$ cat src/rtl/fds_pkg.sv
package fds_pkg;

  // Sumcheck, data and address widths, display digit count and FIFO depth
  localparam int FDS_SUM_W      = 16;
  localparam int FDS_BYTE_W     = 8;
  localparam int FDS_ADDR_W     = 12;
  localparam int FDS_HEX_DIGITS = 4;
  localparam int FDS_FIFO_DEPTH = 4;

  // Reset values
  localparam logic [15:0] FDS_SUM_RST = 16'h0000;
  localparam logic [7:0]  FDS_ERR_NONE = 8'h00;

  // Error codes shown on the display
  localparam logic [7:0] FDS_ERR_SELFTEST = 8'h01;
  localparam logic [7:0] FDS_ERR_SUMCHECK = 8'h02;
  localparam logic [7:0] FDS_ERR_PARITY   = 8'h03;
  localparam logic [7:0] FDS_ERR_VERIFY   = 8'h04;
  localparam logic [7:0] FDS_ERR_VECTOR   = 8'h05;
  localparam logic [7:0] FDS_ERR_SIG      = 8'h06;

  // Load source
  typedef enum logic [0:0] {FDS_SRC_SERIAL, FDS_SRC_MASTER} fds_src_t;

  // Tests the sequencer can launch
  typedef enum logic [2:0] {
    FDS_T_NONE, FDS_T_SELF, FDS_T_VERIFY, FDS_T_VECTOR, FDS_T_SIG
  } fds_test_t;

  // One incoming fuse byte
  typedef struct packed {
    logic [7:0] data;
    logic       par;   // Odd parity bit from serial link
    logic       last;
  } fds_byte_t;

  // Display output
  typedef struct packed {
    logic [15:0] sum;
    logic [7:0]  err;
    logic        term;
  } fds_disp_t;

endpackage : fds_pkg

$ cat src/rtl/fds_core.sv
`timescale 1ns/1ps
module fds_core
  import fds_pkg::*;
#(
  parameter int ADDR_W = FDS_ADDR_W,
  parameter int DEPTH  = FDS_FIFO_DEPTH
) (
  // Clock and reset
  input  wire logic              i_core_clk,
  input  wire logic              i_nrst,
  // Byte stream from serial port or master socket
  input  wire logic              i_load_start,
  input  wire fds_src_t          i_load_src,
  input  wire logic              i_byte_valid,
  output logic                   o_byte_ready,
  input  wire fds_byte_t         i_byte,
  // Sumcheck sent by host with the transfer
  input  wire logic              i_host_sum_valid,
  input  wire logic [15:0]       i_host_sum,
  // Settings
  input  wire logic              i_parity_en,
  input  wire logic              i_term_mode,
  input  wire logic              i_sig_en,
  input  wire logic              i_vectors_present,
  // Fuse data RAM write port
  output logic                   o_fuse_we,
  output logic [ADDR_W-1:0]      o_fuse_addr,
  output logic [7:0]             o_fuse_wdata,
  // Source holding buffer write port
  output logic                   o_src_we,
  // Test engine handshake
  input  wire logic              i_prog_cycle,
  output fds_test_t              o_test,
  output logic                   o_test_go,
  input  wire logic              i_test_done,
  input  wire logic              i_test_pass,
  // Display
  output fds_disp_t              o_disp,
  output logic [FDS_HEX_DIGITS*8-1:0] o_hex_ascii,
  output logic                   o_busy
);

  initial begin
    if (ADDR_W < 1 || ADDR_W > 24) $error("ADDR_W out of range");
  end

  ////////////////////////////////////////////////////////////////////////////
  // Input buffering; back-pressure reaches the source
  fds_byte_t fifo_out;
  logic      fifo_valid;
  logic      fifo_ready;

  fds_fifo #(.WIDTH($bits(fds_byte_t)), .DEPTH(DEPTH)) u_fifo (
    .i_core_clk (i_core_clk),
    .i_nrst     (i_nrst),
    .i_valid    (i_byte_valid),
    .o_ready    (o_byte_ready),
    .i_data     (i_byte),
    .o_valid    (fifo_valid),
    .i_ready    (fifo_ready),
    .o_data     (fifo_out)
  );

  function automatic logic [7:0] hex_char(input logic [3:0] nib);
    hex_char = (nib < 4'ha) ? (8'h30 + {4'h0, nib}) : (8'h37 + {4'h0, nib});
  endfunction : hex_char

  ////////////////////////////////////////////////////////////////////////////
  // Sequencer
  typedef enum logic [3:0] {
    ST_SELF, ST_SELF_W, ST_IDLE, ST_LOAD, ST_CMP, ST_VERIFY, ST_VERIFY_W,
    ST_VEC, ST_VEC_W, ST_SIG, ST_SIG_W
  } fds_state_t;

  fds_state_t  state;
  fds_src_t    src;
  logic [15:0] sum;
  logic [15:0] host_sum;
  logic        host_sum_seen;
  logic        par_ok;
  logic [ADDR_W-1:0] addr;
  fds_src_t    next_src;

  logic take;
  assign fifo_ready = (state == ST_LOAD);
  assign take       = fifo_valid && fifo_ready;
  assign par_ok     = ^{fifo_out.data, fifo_out.par};   // Odd parity
  // Source as it stands after this edge, so a sum sent with the start pulse counts
  assign next_src   = (state == ST_IDLE && i_load_start) ? i_load_src : src;

  always_ff @(posedge i_core_clk or negedge i_nrst) begin
    if (!i_nrst) begin
      state <= ST_SELF;
    end else begin
      unique case (state)
        ST_SELF:     state <= ST_SELF_W;
        ST_SELF_W:   if (i_test_done) state <= ST_IDLE;
        ST_IDLE: begin
          if (i_load_start) state <= ST_LOAD;
          else if (i_prog_cycle) state <= ST_VERIFY;
        end
        ST_LOAD: begin
          // Abort leaves unread bytes in the FIFO; a later load takes them in
          if (take && src == FDS_SRC_SERIAL && i_parity_en && !par_ok)
            state <= ST_IDLE;
          else if (take && fifo_out.last) state <= ST_CMP;
        end
        ST_CMP:      state <= ST_IDLE;
        ST_VERIFY:   state <= ST_VERIFY_W;
        ST_VERIFY_W: begin
          if (i_test_done) begin
            if (!i_test_pass) state <= ST_IDLE;
            else if (i_vectors_present) state <= ST_VEC;
            else if (i_sig_en) state <= ST_SIG;
            else state <= ST_IDLE;
          end
        end
        ST_VEC:      state <= ST_VEC_W;
        ST_VEC_W: begin
          if (i_test_done) begin
            if (i_test_pass && i_sig_en) state <= ST_SIG;
            else state <= ST_IDLE;
          end
        end
        ST_SIG:      state <= ST_SIG_W;
        ST_SIG_W:    if (i_test_done) state <= ST_IDLE;
      endcase
    end
  end

  ////////////////////////////////////////////////////////////////////////////
  // Sumcheck accumulation and RAM writes
  always_ff @(posedge i_core_clk or negedge i_nrst) begin
    if (!i_nrst) begin
      sum  <= FDS_SUM_RST;
      addr <= '0;
      src  <= FDS_SRC_SERIAL;
    end else if (state == ST_IDLE && i_load_start) begin
      sum  <= FDS_SUM_RST;
      addr <= '0;
      src  <= i_load_src;
    end else if (take) begin
      sum  <= sum + {8'h00, fifo_out.data};
      addr <= addr + 1'b1;
    end
  end

  always_ff @(posedge i_core_clk or negedge i_nrst) begin
    if (!i_nrst) begin
      o_fuse_we    <= 1'b0;
      o_fuse_addr  <= '0;
      o_fuse_wdata <= 8'h00;
    end else begin
      o_fuse_we    <= take;
      o_fuse_addr  <= addr;
      o_fuse_wdata <= fifo_out.data;
    end
  end

  // Fuse loads never touch the holding buffer
  assign o_src_we = 1'b0;

  // Host sumcheck capture; a later sample in the same load replaces it
  always_ff @(posedge i_core_clk or negedge i_nrst) begin
    if (!i_nrst) begin
      host_sum      <= FDS_SUM_RST;
      host_sum_seen <= 1'b0;
    end else if (i_host_sum_valid && next_src == FDS_SRC_SERIAL) begin
      host_sum      <= i_host_sum;
      host_sum_seen <= 1'b1;
    end else if (state == ST_IDLE && i_load_start) begin
      host_sum_seen <= 1'b0;
    end
  end

  ////////////////////////////////////////////////////////////////////////////
  // Test launch
  always_ff @(posedge i_core_clk or negedge i_nrst) begin
    if (!i_nrst) begin
      o_test    <= FDS_T_NONE;
      o_test_go <= 1'b0;
    end else begin
      o_test_go <= 1'b0;
      unique case (state)
        ST_SELF:   begin o_test <= FDS_T_SELF;   o_test_go <= 1'b1; end
        ST_VERIFY: begin o_test <= FDS_T_VERIFY; o_test_go <= 1'b1; end
        ST_VEC:    begin o_test <= FDS_T_VECTOR; o_test_go <= 1'b1; end
        ST_SIG:    begin o_test <= FDS_T_SIG;    o_test_go <= 1'b1; end
        default:   ;
      endcase
    end
  end

  ////////////////////////////////////////////////////////////////////////////
  // Display; error holds until the next load or test
  always_ff @(posedge i_core_clk or negedge i_nrst) begin
    if (!i_nrst) begin
      o_disp <= '{sum: FDS_SUM_RST, err: FDS_ERR_NONE, term: 1'b0};
    end else begin
      o_disp.term <= i_term_mode;
      if (state == ST_IDLE && (i_load_start || i_prog_cycle))
        o_disp.err <= FDS_ERR_NONE;
      if (state == ST_LOAD && take && src == FDS_SRC_SERIAL && i_parity_en && !par_ok)
        o_disp.err <= FDS_ERR_PARITY;
      if (state == ST_CMP) begin
        if (host_sum_seen && host_sum != sum)
          o_disp.err <= FDS_ERR_SUMCHECK;
        else
          o_disp.sum <= sum;
      end
      if (i_test_done && !i_test_pass) begin
        unique case (state)
          ST_SELF_W:   o_disp.err <= FDS_ERR_SELFTEST;
          ST_VERIFY_W: o_disp.err <= FDS_ERR_VERIFY;
          ST_VEC_W:    o_disp.err <= FDS_ERR_VECTOR;
          ST_SIG_W:    o_disp.err <= FDS_ERR_SIG;
          default:     ;
        endcase
      end
    end
  end

  always_comb begin
    for (int i = 0; i < FDS_HEX_DIGITS; i++) begin
      o_hex_ascii[i*8 +: 8] = hex_char(o_disp.sum[i*4 +: 4]);
    end
  end

  assign o_busy = (state != ST_IDLE);
endmodule : fds_core

$ cat src/rtl/fds_fifo.sv
`timescale 1ns/1ps
module fds_fifo #(
  parameter int WIDTH = 10,
  parameter int DEPTH = 4
) (
  // Clock and reset
  input  wire logic             i_core_clk,
  input  wire logic             i_nrst,
  // Fill side
  input  wire logic             i_valid,
  output logic                  o_ready,
  input  wire logic [WIDTH-1:0] i_data,
  // Drain side
  output logic                  o_valid,
  input  wire logic             i_ready,
  output logic [WIDTH-1:0]      o_data
);
  localparam int AW = $clog2(DEPTH);

  initial begin
    if (DEPTH < 2 || (DEPTH & (DEPTH - 1)) != 0) $error("DEPTH must be a power of two");
  end

  logic [WIDTH-1:0] mem [DEPTH];
  logic [AW:0]      wr_ptr;
  logic [AW:0]      rd_ptr;
  logic             wr_en;
  logic             rd_en;

  assign o_ready = (wr_ptr - rd_ptr) != (AW+1)'(DEPTH);
  assign o_valid = wr_ptr != rd_ptr;
  assign wr_en   = i_valid && o_ready;
  assign rd_en   = o_valid && i_ready;
  assign o_data  = mem[rd_ptr[AW-1:0]];

  always_ff @(posedge i_core_clk) begin
    if (wr_en) begin
      mem[wr_ptr[AW-1:0]] <= i_data;
    end
  end

  always_ff @(posedge i_core_clk or negedge i_nrst) begin
    if (!i_nrst) begin
      wr_ptr <= '0;
      rd_ptr <= '0;
    end else begin
      if (wr_en) wr_ptr <= wr_ptr + 1'b1;
      if (rd_en) rd_ptr <= rd_ptr + 1'b1;
    end
  end
endmodule : fds_fifo

$ cat config.mk
export PLATFORM = sky130hd
export DESIGN_NAME = fds_core
export DESIGN_NICKNAME = d
export VERILOG_FILES = /design/src/rtl/fds_pkg.sv /design/src/rtl/fds_core.sv /design/src/rtl/fds_fifo.sv
export SDC_FILE = /design/constraint.sdc
export NUM_CORES = 1
export LEC_CHECK = 0
export ABC_CLOCK_PERIOD_IN_PS = 4300
export CAP_MARGIN = 25
export CELL_PAD_IN_SITES_DETAIL_PLACEMENT = 0
export CELL_PAD_IN_SITES_GLOBAL_PLACEMENT = 1
export CORE_MARGIN = 2
export CORE_UTILIZATION = 51
export CTS_CLUSTER_SIZE = 25
export DETAILED_ROUTE_END_ITERATION = 12
export DONT_BUFFER_PORTS = 1
export PLACE_DENSITY = 0.77
export SYNTH_ARGS = -nofsm -noshare
export SYNTH_HDL_FRONTEND = slang
export SYNTH_SLANG_ARGS = --single-unit
$ cat constraint.sdc
create_clock -name i_core_clk -period 4.3 [get_ports i_core_clk]
set_clock_uncertainty 0.1 [all_clocks]
set_input_delay 0.43 -clock i_core_clk [delete_from_list [all_inputs] [get_ports i_core_clk]]
set_output_delay 0.43 -clock i_core_clk [all_outputs]
set_load 0.02 [all_outputs]
==> results.txt, run 1 <==
* Largest vdd supply drop: 414 uV
- Synth area leaders: dfrtp_1 39%, edfxtp_1 18%, mux2_2 5.4%, xnor2_1 5.2%, ha_1 3.7%
- The clock passes through at most 2 buffers.
* Syn Std Cell Area: 0.00674 sq mm
* Final period demand of the worst path: 3.49 ns
- Sequential cells were found to cover 57.2% of the synthesized design area.
* Outcome: finished clean
- Wires add up to 13.5 mm.
* Crit path DAT: 3.70 ns
- STA classifies the critical path endpoint as a register.
* Global-route wire length before repair: 22.4 mm
* Number of nets in the layout: 628
- The biggest area contributor in the post-synthesis netlist is dfrtp_1.
* Finished Cell Area: 0.00760 sq mm
- Cell Chain, Critical Path: mux4_1 -> ha_1 -> fa_1 -> a21o_1 -> a21oi_1 -> o21bai_1 -> a2111oi_0 -> buf_4 -> nor3_1 -> xnor2_1 -> nor2_1
- Final weighted congestion in routability-driven placement: 0.881
* I/O pin total: 124
* Number of cells on the worst hold path: 1
- Area growth syn-to-layout: 12.9%
* Post-synthesis area per instance: 12.3 sq um
- After clock tree synthesis, the clock-pin slew on the worst setup and hold paths is 0.06 ns.
- Worst R2R Setup Slack: 0.81 ns
- Total Power Consumption: 6.10 mW
- The layout has 1024 filler cells.
* Count of buffers inserted at the top-level ports: 0
- In this run, synthesis inferred 40 flip-flops with an integrated enable.
- During synthesis, Yosys emitted a total of 0 warnings.
- For hold timing, the worst endpoint is host_sum[7].
- Buffers inserted by post-CTS timing repair: 0
- Post-DP HPWL: 9.36 mm
- The clock tree synthesis step divided the H-tree into 4 levels.
* TritonCTS clock tree: yes
* Flops & latches, synth: 146
- Total Routing Usage GR: 20.4%
- Placement Setup Slack: 0.800 ns
- The synthesized design devotes to its leading area cell type 39.4% of total area.
- Wirelength per Cell: 17.9 microns
- Cells fill 59.5% of the core in the end.
* Worst Setup Slack, final: 0.805 ns
- Worst Tran Pin Value: 0.862 ns
* Number of standard-cell rows in the floorplan: 41
- Worst slew margin relative to its limit: 42.4%
- Worst Hold Margin: 0.0523 ns
- DRC errors left: 0
* MaxCap Viol Count: 0
* Placed Instances: 708
- Setup repair after global routing left no endpoint under its margin.
- The tree is rooted in a clkbuf_16.
* Count of final hold-check violations: 0
- The first TritonRoute pass finished after 6 iterations.
* Core outline area: 0.0128 sq mm
- For this design the static power due to leakage is 3.23 nW.
* Count of distinct cell types in the synthesized netlist: 57
- Vias in the first global route: 4357
- Die Width: 119 microns
- In the synthesized netlist the dominant register cell turns out to be dfrtp_1.
* Crit Path Class: reg2reg
- The startpoint identified for the worst register-to-register timing path is u_fifo.rd_ptr[0].
* Power per standard cell area: 803 mW/mm^2
* Critical path startpoint category: register
- Non-filler cells in the finished layout: 753
- Post-Place Cell Area: 0.00690 sq mm
* Final count of negative-setup-slack endpoints: 0
- Along the worst path, the maximum fanout reaches 7.
- The final route contains 4257 vias.
- In the synthesized netlist the async set-or-reset flop fraction comes to 72.6%.
- The cell count after synthesis came out at 547.
- Total congestion overflow after global routing: 0
- Reg-to-reg endpoint: sum[8]
- Number of clock sinks seen by CTS: 146
- Share of post-route cells with drive strength above 1: 13.4%
* Critical path's largest stage delay: 0.67 ns
- Number of buffers added by the clock tree synthesis step: 17
- The startpoint identified for the worst hold timing path is i_host_sum[7].
* Die Outline Area: 0.0141 sq mm
* Logic depth of the worst register-to-register path: 11
- Final setup TNS: 0 ns
- Fmax: 286 MHz
- In the finished design, the share of the clock period the worst path needs comes to 81.3%.
- Vias/cell: 5.65
* DRT antenna net count: 0
- Antenna Cells: 0
- Initial cell density of the core: 52.7%
- Data required time of the critical path: 4.51 ns
* Initial antenna violation count: 0
* Worst hold path type: in2reg
- Critical-path top delay cell: mux4_1
* Largest net degree at the start of global routing: 107
- Launching element of the worst setup path: u_fifo.rd_ptr[0]
* Pins Over Slew Limit: 0
- Clock latency on the worst-skew pair, taken at its later pin, is 0.42 ns.
- The detailed router finished its first iteration with 263 violations.
* Height of the chip: 119 microns
[critical path, delay by kind of cell, from the launching register on]
family	cells	cell delay (ns)
fa+ha+maj	2	0.67
compound gates	4	0.91
mux	1	0.67
xor+xnor	1	0.17
flops	1	0.54
buf+inv	1	0.20
simple gates	2	0.12
[cell type report]
type	count	area (sq um)	share of cell area [%]
flip-flops and latches	146	3850	50.7
multi-input cells	350	2660	35.0
clock buffers	20	437	5.74
well taps	172	215	2.83
repair buffers	20	200	2.63
inverters	33	124	1.63
clock inverters	12	113	1.48
[worst max-delay path by stage]
stage                   end  slack [ns]  cells after the start
floorplan           sum[14]        0.75                     11
global placement     sum[8]        0.84                     11
detailed placement   sum[8]        0.80                     11
CTS                  sum[8]        0.78                     11
global route         sum[8]        0.50                     11
finish               sum[8]        0.81                     11
[synth_stat cells (all sizes together) (2+ instances only)]
cell	count
a21o	2
dfrtp	106
nand4	8
and2	6
mux2	32
a21oi	30
o21a	4
edfxtp	40
o211ai	3
nor2	22
xnor2	41
and3	15
nand4b	2
buf	11
o21bai	2
nor2b	2
nand2b	2
o32ai	3
inv	33
or3	4
nor3	4
clkbuf	11
o221a	2
o21ai	27
nand2	41
nand3	23
ha	20
mux4	10
o41ai	3
a31oi	2
xor2	16
[cell usage in the layout (no fill, tap or decap), types with 3 or more instances in the layout]
master,netlist,layout
a21oi_1,30,30
and2_1,6,6
and3_1,15,15
buf_4,5,7
clkbuf_1,11,3
clkbuf_16,0,17
clkinv_4,0,3
clkinvlp_4,0,5
conb_1,1,5
dfrtp_1,106,106
dlygate4sd3_1,0,12
edfxtp_1,40,40
ha_1,20,20
inv_1,33,33
mux2_2,32,32
mux4_1,8,8
nand2_1,41,41
nand3_1,23,23
nand4_1,8,8
nor2_1,22,22
nor3_1,4,4
o211ai_1,3,3
o21a_1,4,4
o21ai_0,27,26
o32ai_1,3,3
o41ai_1,3,3
or3_1,4,4
xnor2_1,40,40
xor2_1,16,16
[layer usage]
layer	GRT usage, %	part of all wire [%]	vias to the layer above
met5	0	0	-
met1	27.8	46	2113
li1	-	-	1988
met3	6.37	5.5	17
met4	7.37	1.2	0
met2	31.1	47	139
[logic make-up (layout without fill, tap and decap cells)]
logic type / count (synthesis) / after routing / synth area share [%]
compound gates: 87 / 87 / 7.84
xor+xnor: 58 / 58 / 7.86
fa+ha+maj: 21 / 21 / 4.01
buf+inv: 55 / 85 / 3.53
flops: 146 / 146 / 57.2
mux: 42 / 42 / 9.14
other cells: 1 / 5 / 0.0557
simple gates: 137 / 137 / 10.3
[power by group]
group          switching (mW)  internal (mW)  total, mW
sequential              0.627           1.86       2.49
clock                   0.565          0.795       1.36
combinational            1.25           1.01       2.25
total                    2.44           3.66       6.10
[registers in the layout, indices dropped and copies added (netlist names), 3 cells and up]
register and cells:
o_test 3, o_disp 25, o_fuse_wdata 8, u_fifo.rd_ptr 3, state 4, u_fifo.wr_ptr 3, u_fifo.mem 40, addr 12
host_sum 16, sum 16, o_fuse_addr 12
[what timing repair did]
item | CTS | global route
endpoints found under the hold margin | 147 | 0
gates resized for setup | 0 | 0
hold buffers | 13 | 0
Note: power is estimated with default switching activity, not from simulation.
==> run 2: changes to the inputs <==
--- a/config.mk
+++ b/config.mk
@@ -5,16 +5,17 @@
 export SDC_FILE = /design/constraint.sdc
 export NUM_CORES = 1
 export LEC_CHECK = 0
-export ABC_CLOCK_PERIOD_IN_PS = 4300
+export ABC_AREA = 1
+export ABC_CLOCK_PERIOD_IN_PS = 3300
 export CAP_MARGIN = 25
 export CELL_PAD_IN_SITES_DETAIL_PLACEMENT = 0
 export CELL_PAD_IN_SITES_GLOBAL_PLACEMENT = 1
 export CORE_MARGIN = 2
-export CORE_UTILIZATION = 51
+export CORE_UTILIZATION = 48
 export CTS_CLUSTER_SIZE = 25
 export DETAILED_ROUTE_END_ITERATION = 12
 export DONT_BUFFER_PORTS = 1
-export PLACE_DENSITY = 0.77
+export PLACE_DENSITY = 0.76
 export SYNTH_ARGS = -nofsm -noshare
 export SYNTH_HDL_FRONTEND = slang
 export SYNTH_SLANG_ARGS = --single-unit
==> constraint.sdc (replaced) <==
create_clock -name i_core_clk -period 3.3 [get_ports i_core_clk]
set_clock_uncertainty 0.1 [all_clocks]
set_input_delay 0.33 -clock i_core_clk [delete_from_list [all_inputs] [get_ports i_core_clk]]
set_output_delay 0.33 -clock i_core_clk [all_outputs]
set_load 0.02 [all_outputs]
==> results.txt, run 2 <==
* Most used standard cells in the synthesized netlist: 182 x nand2_1, 106 x dfrtp_1, 92 x inv_1
* Iteration-0 DRC count of the detailed router: 348 (+32%)
- Share of cell area taken by muxes after synthesis: 2.49% (-6.7 points)
- Root buffer selected by CTS: clkbuf_16
- Buffers inserted by post-CTS timing repair: 0 (unchanged)
- TritonCTS clock tree: yes
* Post-synth ARST share: 72.6% (unchanged)
- Initial antenna violation count: 0 (unchanged)
- Vias/cell: 5.18 (-8.3%)
- The ratio of final minimum period to clock period was 89.8% (+8.6 points).
* DRT antenna net count: 0 (unchanged)
- In the layout the commonest cells are 182 x nand2_1, 106 x dfrtp_1, 92 x inv_1.
* EDFF count, synth: 40 (unchanged)
- The routed length per instance was 15.3 microns (-15%).
* Largest vdd supply drop: 612 uV (+48%)
- Ranked by total cell area, the synthesized netlist is headed by dfrtp_1 37%, edfxtp_1 17%, nand2_1 9.6%, inv_1 4.9%, ha_1 3.5%.
- Worst Hold Margin: 0.0642 ns (+0.0119 ns)
- Height of the chip: 126 microns (+5.6%)
- The post-synthesis sequential element count was 146 (unchanged).
- Number of standard-cell rows in the floorplan: 44 (+7.3%)
- TritonRoute pass-1 iters: 5 (-1)
- STA classifies the critical path startpoint as a register.
- The clock latency on the worst-skew pair was 0.43 ns (about the same).
* DRC errors left: 0 (unchanged)
* Element type at the critical path end: register
- Switching power as a share of total power: 40.4% (+0.42 points)
* Most used DFF post-synth: dfrtp_1
- Worst hold path type: in2reg
- Critical path's largest stage delay: 0.63 ns (-0.04 ns)
- The count of antenna diodes in the layout came to 0 (unchanged).
* MaxCap Viol Count: 0 (unchanged)
- The remaining global-route overflow came to 0 (unchanged).
- The most numerous cell type found on the critical path is nand3_1.
- LEAKAGE: 3.83 nW (+19%)
* Post-synthesis area per instance: 9.15 sq um (-26%)
- The slowest stage of the critical path is the dfrtp_1 cell.
- Final count of negative-setup-slack endpoints: 0 (unchanged)
- Crit Path Class: reg2reg
* Final period demand of the worst path: 2.96 ns (-0.530 ns)
- The power density relative to cell area is 971 mW/mm^2 (+21%).
- The total vias in the final route was 5261 (+24%).
- The adder-cell area share of the yosys netlist was 3.81% (-0.20 points).
* Fmax: 337 MHz (+18%)
- The distinct cell type count of the synthesized netlist is 43 (-25%).
* Crit-path max FO: 17 (+10)
* Share of the synthesized area in the top cell type: 37.4% (-2.0 points)
- The share of total power in combinational logic is 36.4% (-0.5 points).
- Area growth syn-to-layout: 16.2%
* Number of clock sinks seen by CTS: 146 (unchanged)
- The I/O pin count came to 124 (unchanged).
- Largest net degree at the start of global routing: 107 (unchanged)
- Outcome: finished clean
* Most common library cell in the layout ignoring fill and taps: nand2_1
- The post-synthesis share of cell area spent on xor and xnor gates came to 3.09% (-4.8 points).
- The number of hold violations in the final report came to 0 (unchanged).
* Yosys Warn Count: 0 (unchanged)
- Portion of the post-synthesis area used by sequential elements: 54.3% (-2.9 points)
- Summed over all instances, the cell type with the most area after synthesis is dfrtp_1.
* Global-route wire length before repair: 24.9 mm (+11%)
* Total Routing Usage GR: 20.0% (-0.45 points)
- The compound-gate portion of the synthesized area is 8.24% (+0.40 points).
* Share of total power in the clock network: 26.2% (+3.9 points)
- The utilization of the core after routing was 56.9% (-2.6 points).
* Data required time of the critical path: 3.56 ns (-0.95 ns)
- Post-Place Cell Area: 0.00727 sq mm (+5.3%)
- Final setup TNS: 0 ns (unchanged)
- The headroom to the max-slew limit is 37.8% (-4.6 points).
- The most common cell in the synthesized netlist is nand2_1.
* Share of synthesized cell area in and, or, nand and nor gates: 20.3% (+9.9 points)
- The horizontal die dimension was 126 microns (+5.6%).
- The max-slew violation count came to 0 (unchanged).
- The cell-internal power is 4.77 mW (+30%).
- Vias in the first global route: 5008 (+15%)
- The switching power total is 3.23 mW (+33%).
* Die Outline Area: 0.0158 sq mm (+11%)
* Number of levels in the clock H-tree: 4 (unchanged)
* Largest family of logic cells by synthesized area: simple AND/OR/NAND/NOR gates
* Number of instances in the synthesized netlist: 775 (+42%)
* Max FFs per register: 40 (unchanged)
* Number of nets in the layout: 878 (+40%)
- The number of buffers on the longest clock path was 2 (unchanged).
* Routed Wire Length: 15.5 mm (+15%)
* Post-DP HPWL: 11.0 mm (+17%)
- The fraction of layout cells with a size suffix above 1 came to 10.7% (-2.7 points).
* Final weighted congestion in routability-driven placement: 0.819 (-7.0%)
- The post-route standard cell area excluding fillers was 0.00824 sq mm (+8.4%).
- Core outline area: 0.0145 sq mm (+13%)
* Total Power Consumption: 8.00 mW (+31%)
- The slew at the pin closest to its max-slew limit is 0.931 ns (+0.0695 ns).
* Count of buffers inserted at the top-level ports: 0 (unchanged)
- Setup repair after global routing left no endpoint under its margin.
- The worst path arrival time is 3.23 ns (-0.47 ns).
- The area of the mapped netlist is 0.00709 sq mm (+5.3%).
- Sequential share of power: 37.4% (-3.4 points)
* Clock-pin slew on the worst setup and hold paths: 0.06 ns (about the same)
* Number of buffers added by the clock tree synthesis step: 17 (unchanged)
- Cell Chain, Critical Path: inv_2 -> nand3_1 -> nand2_2 -> inv_2 -> ha_1 -> fa_1 -> nand3_1 -> nand2_1 -> nand4_1 -> o211ai_1 -> nand2_1 -> nor2_1 -> nand3_1 -> a21oi_1 -> o21a_1
* Initial cell density of the core: 49.0% (-3.8 points)
[run 2: cell count changes in the layout (fill, tap and decap cells not counted), moves of 18 or more]
| cell | previous run | this run |
|---|---|---|
| xnor2_1 | 40 | 15 |
| dlygate4sd3_1 | 12 | 30 |
| inv_1 | 33 | 92 |
| a21oi_1 | 30 | 48 |
| mux2_2 | 32 | 9 |
| nor2_1 | 22 | 63 |
| nand3_1 | 23 | 43 |
| nand2_1 | 41 | 182 |
[run 2: logic make-up after synthesis]
logic type / count (synthesis)
AO/OA/AOI/OAI: 109
XOR/XNOR: 25
adder cells (fa/ha/maj): 21
buffers and inverters: 129
flip-flops: 146
multiplexers: 14
other: 1
AND/OR/NAND/NOR: 330
[run 2: worst max-delay path, delay by kind of cell, from the launching register on]
family,cells,cell delay (ns)
fa+ha+maj,2,0.50
flops,1,0.63
simple gates,8,0.94
buf+inv,2,0.33
compound gates,3,0.42
[run 2: stage by stage]
step	cells	setup WS [ns]
2_1_floorplan	779	0.563
3_3_place_gp	952	0.465
3_5_place_dp	952	0.384
4_1_cts	1015	0.354
5_1_grt	1015	0.0504
6_report	1015	0.335
[run 2: final timing paths]
check / slack, ns / depth (start not counted) / start / endpoint
max: 0.34 / 15 / u_fifo.rd_ptr[1] / sum[12]
min: 0.06 / 3 / i_test_pass / o_disp[2]
max reg2reg: 0.34 / 15 / u_fifo.rd_ptr[1] / sum[12]
min reg2reg: 0.28 / 0 / addr[11] / o_fuse_addr[11]
max in group asynchronous: 2.27 / 2 / i_nrst / o_disp[2]
min in group asynchronous: 0.39 / 2 / i_nrst / o_fuse_wdata[3]
[run 2: cell type report]
type / count / area, sq um
inverter: 109 / 409
clock buffer: 18 / 429
multi-input combinational: 504 / 2710
tap: 184 / 230
timing repair buffer: 40 / 395
sequential: 146 / 3850
clock inverter: 14 / 213
fill: 1271 / 6240
[run 2: per-layer routing]
layer	track usage, %	up-vias	part of all wire [%]
met5	0	-	0
met4	6.34	0	1.3
met3	5.22	18	6.3
met2	30.6	176	46
met1	28.1	2466	47
li1	-	2601	-
[run 2: power by group through the flow]
stage	clock (mW)	sequential (mW)	combinational [mW]
floorplan	0	2.88	2.34
global placement	0	3.02	2.75
detailed placement	0	3.02	2.83
CTS	2.14	2.99	2.93
global route	2.22	3.05	3.30
finish	2.09	2.99	2.92
[run 2: timing repair]
item | CTS | global route
hold endpoints to repair | 165 | 0
hold buffers | 31 | 0
setup endpoints to repair | 0 | 0
gates resized for setup | 0 | 0
==> run 3: changes to the inputs <==
--- a/config.mk
+++ b/config.mk
@@ -16,6 +16,7 @@
 export DETAILED_ROUTE_END_ITERATION = 12
 export DONT_BUFFER_PORTS = 1
 export PLACE_DENSITY = 0.76
+export RECOVER_POWER = 100
 export SYNTH_ARGS = -nofsm -noshare
 export SYNTH_HDL_FRONTEND = slang
 export SYNTH_SLANG_ARGS = --single-unit
==> results.txt, run 3 (same netlist as run 2, synthesis figures left out) <==
* Outcome: complete, but fails checks
- The checks that failed: max-capacitance violations, max-slew violations.
* Crit path DAT: 3.30 ns (+0.07 ns)
- Placed Instances: 952 (unchanged)
* Total Power Consumption: 7.93 mW (-0.90%)
* Levels on crit path: 15 (unchanged)
* Most used cells in the layout excluding fill and tap cells: 183 x nand2_1, 106 x dfrtp_1, 98 x inv_1
- The routed length per instance came to 15.3 microns (+0.52%).
* Final cycle utilization of the critical path: 92.0% (+2.1 points)
- Count of buffers inserted at the top-level ports: 0 (unchanged)
* Data required time of the critical path: 3.56 ns (about the same)
- The maximum fanout along the worst path is 17 (unchanged).
* Vias: 5253 (-0.15%)
- Crit Path Class: reg2reg
* Fmax: 329 MHz (-2.3%)
* Number of buffers added by the clock tree synthesis step: 17 (unchanged)
* Final period demand of the worst path: 3.04 ns (+0.0702 ns)
- # resized after CTS: 0 (unchanged)
- Critical path startpoint category: register
- Buffer levels on the longest clock path: 2 (unchanged)
- On the critical path, the stage with the largest delay is an instance of dfrtp_1.
- The number of nets still failing antenna checks after routing was 0 (unchanged).
- The post-CTS setup buffer count was 0 (unchanged).
* DRC errors left: 0 (unchanged)
* Final setup TNS: 0 ns (unchanged)
- Reg-to-reg endpoint: sum[12]
- Launching element of the worst setup path: u_fifo.rd_ptr[1]
* Global-route wire length before repair: 24.9 mm (unchanged)
- Largest net degree at the start of global routing: 107 (unchanged)
- Area growth syn-to-layout: 14.9%
- Broken down by cell family, the worst path's largest delay share belongs to simple AND/OR/NAND/NOR gates.
- Sequential cell area: 0.00385 sq mm (unchanged)
- Initial cell density of the core: 49.0% (unchanged)
- MaxCap Viol Count: 1 (+1)
- The layout filler cell count was 1283 (+0.94%).
- Die Outline Area: 0.0158 sq mm (unchanged)
- The tree is rooted in a clkbuf_16.
- Placement Setup Slack: 0.384 ns (unchanged)
* Number of nets in the layout: 878 (unchanged)
* Vias in the first global route: 5008 (unchanged)
- Worst setup path end: sum[12]
- Clock-pin slew on the worst setup and hold paths: 0.06 ns (about the same)
* Total Routing Usage GR: 20.0% (unchanged)
- The horizontal die dimension came to 126 microns (unchanged).
- Element type at the critical path end: register
- Antenna Cells: 0 (unchanged)
* Area occupied by multi-input gates: 0.00266 sq mm (-1.6%)
- The slew at the pin closest to its max-slew limit was 2.34 ns (+1.41 ns).
- The fraction of layout cells with a size suffix above 1 is 8.54% (-2.2 points).
- Number of clock sinks seen by CTS: 146 (unchanged)
- The buffering stage count on the worst path with inverters included was 2 (unchanged).
- Critical path's largest stage delay: 0.64 ns (about the same)
- The clock latency on the worst-skew pair came to 0.43 ns (about the same).
- TritonCTS built the clock tree.
- The site row count came to 44 (unchanged).
- Total congestion overflow after global routing: 0 (unchanged)
- Fraction of the core area covered by cells at the end of the flow: 56.3% (-0.61 points)
- Cell Chain, Critical Path: inv_2 -> nand3_1 -> nand2_1 -> inv_2 -> ha_1 -> fa_1 -> nand3_1 -> nand2_1 -> nand4_1 -> o211ai_1 -> nand2_1 -> nor2_1 -> nand3_1 -> a21oi_1 -> o21a_1
- The register-to-register path setup slack is 0.26 ns (-0.07 ns).
* Number of levels in the clock H-tree: 4 (unchanged)
* Logic depth of the worst register-to-register path: 15 (unchanged)
* Non-filler cells in the finished layout: 1015 (unchanged)
* I/O pin total: 124 (unchanged)
- The highest ir drop seen on vdd is 608 uV (-0.50%).
- TritonRoute pass-1 iters: 5 (unchanged)
- The vertical extent of the die is 126 microns (unchanged).
- Most common library cell in the layout ignoring fill and taps: nand2_1
- The power density relative to cell area was 973 mW/mm^2 (+0.17%).
* Final count of negative-setup-slack endpoints: 0 (unchanged)
* Count of final hold-check violations: 0 (unchanged)
* Launch point of the worst reg-to-reg path: u_fifo.rd_ptr[1]
- The worst setup margin is 0.265 ns (-0.0702 ns).
- Worst slew margin relative to its limit: -56.0% (-94 points)
- Vias/cell: 5.18 (-0.15%)
- Number of hold buffers added after CTS: 31 (unchanged)
- Final weighted congestion in routability-driven placement: 0.819 (unchanged)
* Iteration-0 DRC count of the detailed router: 323 (-7.2%)
* Max FFs per register: 40 (unchanged)
* Pins Over Slew Limit: 107 (+107)
* LEAKAGE: 3.78 nW (-1.1%)
- Post-DP HPWL: 11.0 mm (unchanged)
- Core outline area: 0.0145 sq mm (unchanged)
- The worst hold path belongs to the class in2reg.
* Unrepaired setup endpoints after global routing: no
- The number of antenna violations at the first check in global routing came to 0 (unchanged).
- Routed Wire Length: 15.6 mm (+0.52%)
run 3: changes by cell type in the layout (fill, tap and decap cells not counted), sizes merged:
cell    delta
clkbuf     +7
buf        -7
run 3: worst min path at each step:
stage                           start         endpoint  slack, ns  cells after the start
after floorplan                i_nrst          addr[0]      -0.07                      0
after global placement         i_nrst  o_fuse_wdata[1]      -0.06                      0
after detailed placement       i_nrst        o_disp[4]      -0.06                      0
after CTS                 i_test_pass        o_disp[2]       0.04                      3
after global routing      i_test_pass        o_disp[1]       0.08                      3
final                     i_test_pass        o_disp[2]       0.06                      3
run 3: stage by stage:
step | area (sq um) | hold slack [ns]
floorplan | 7110 | -0.0656
global placement | 7270 | -0.0561
detailed placement | 7270 | -0.0631
CTS | 8240 | 0.0447
global route | 8150 | 0.0837
finish | 8150 | 0.0646
run 3: power breakdown:
| group | total (mW) | switching, mW | internal, mW | leakage [nW] |
|---|---|---|---|---|
| Combinational | 2.84 | 1.85 | 0.990 | 1.74 |
| Sequential | 2.99 | 0.607 | 2.39 | 1.73 |
| Clock | 2.09 | 0.755 | 1.34 | 0.304 |
run 3: cell type report:
class,instances,area share (%)
sequential,146,47.3
multi-input combinational,504,32.7
clock buffer,18,5.27
inverter,109,5.02
timing repair buffer,40,4.31
tap,184,2.82
clock inverter,14,2.61
run 3: per-layer routing:
metal | routed length [microns] | vias up | global-route usage (%) | part of all wire (%)
li1 | - | 2600 | - | -
met1 | 7460 | 2475 | 28.1 | 48
met2 | 7030 | 160 | 30.6 | 45
met3 | 883 | 18 | 5.22 | 5.7
met4 | 206 | 0 | 6.34 | 1.3
met5 | 0 | - | 0 | 0
run 3: worst register-to-register path: cells and delay by family, from the launching register on:
kind / cells / cell delay (ns)
AND/OR/NAND/NOR: 8 / 0.98
flip-flops: 1 / 0.64
adder cells (fa/ha/maj): 2 / 0.50
AO/OA/AOI/OAI: 3 / 0.43
buffers and inverters: 2 / 0.34
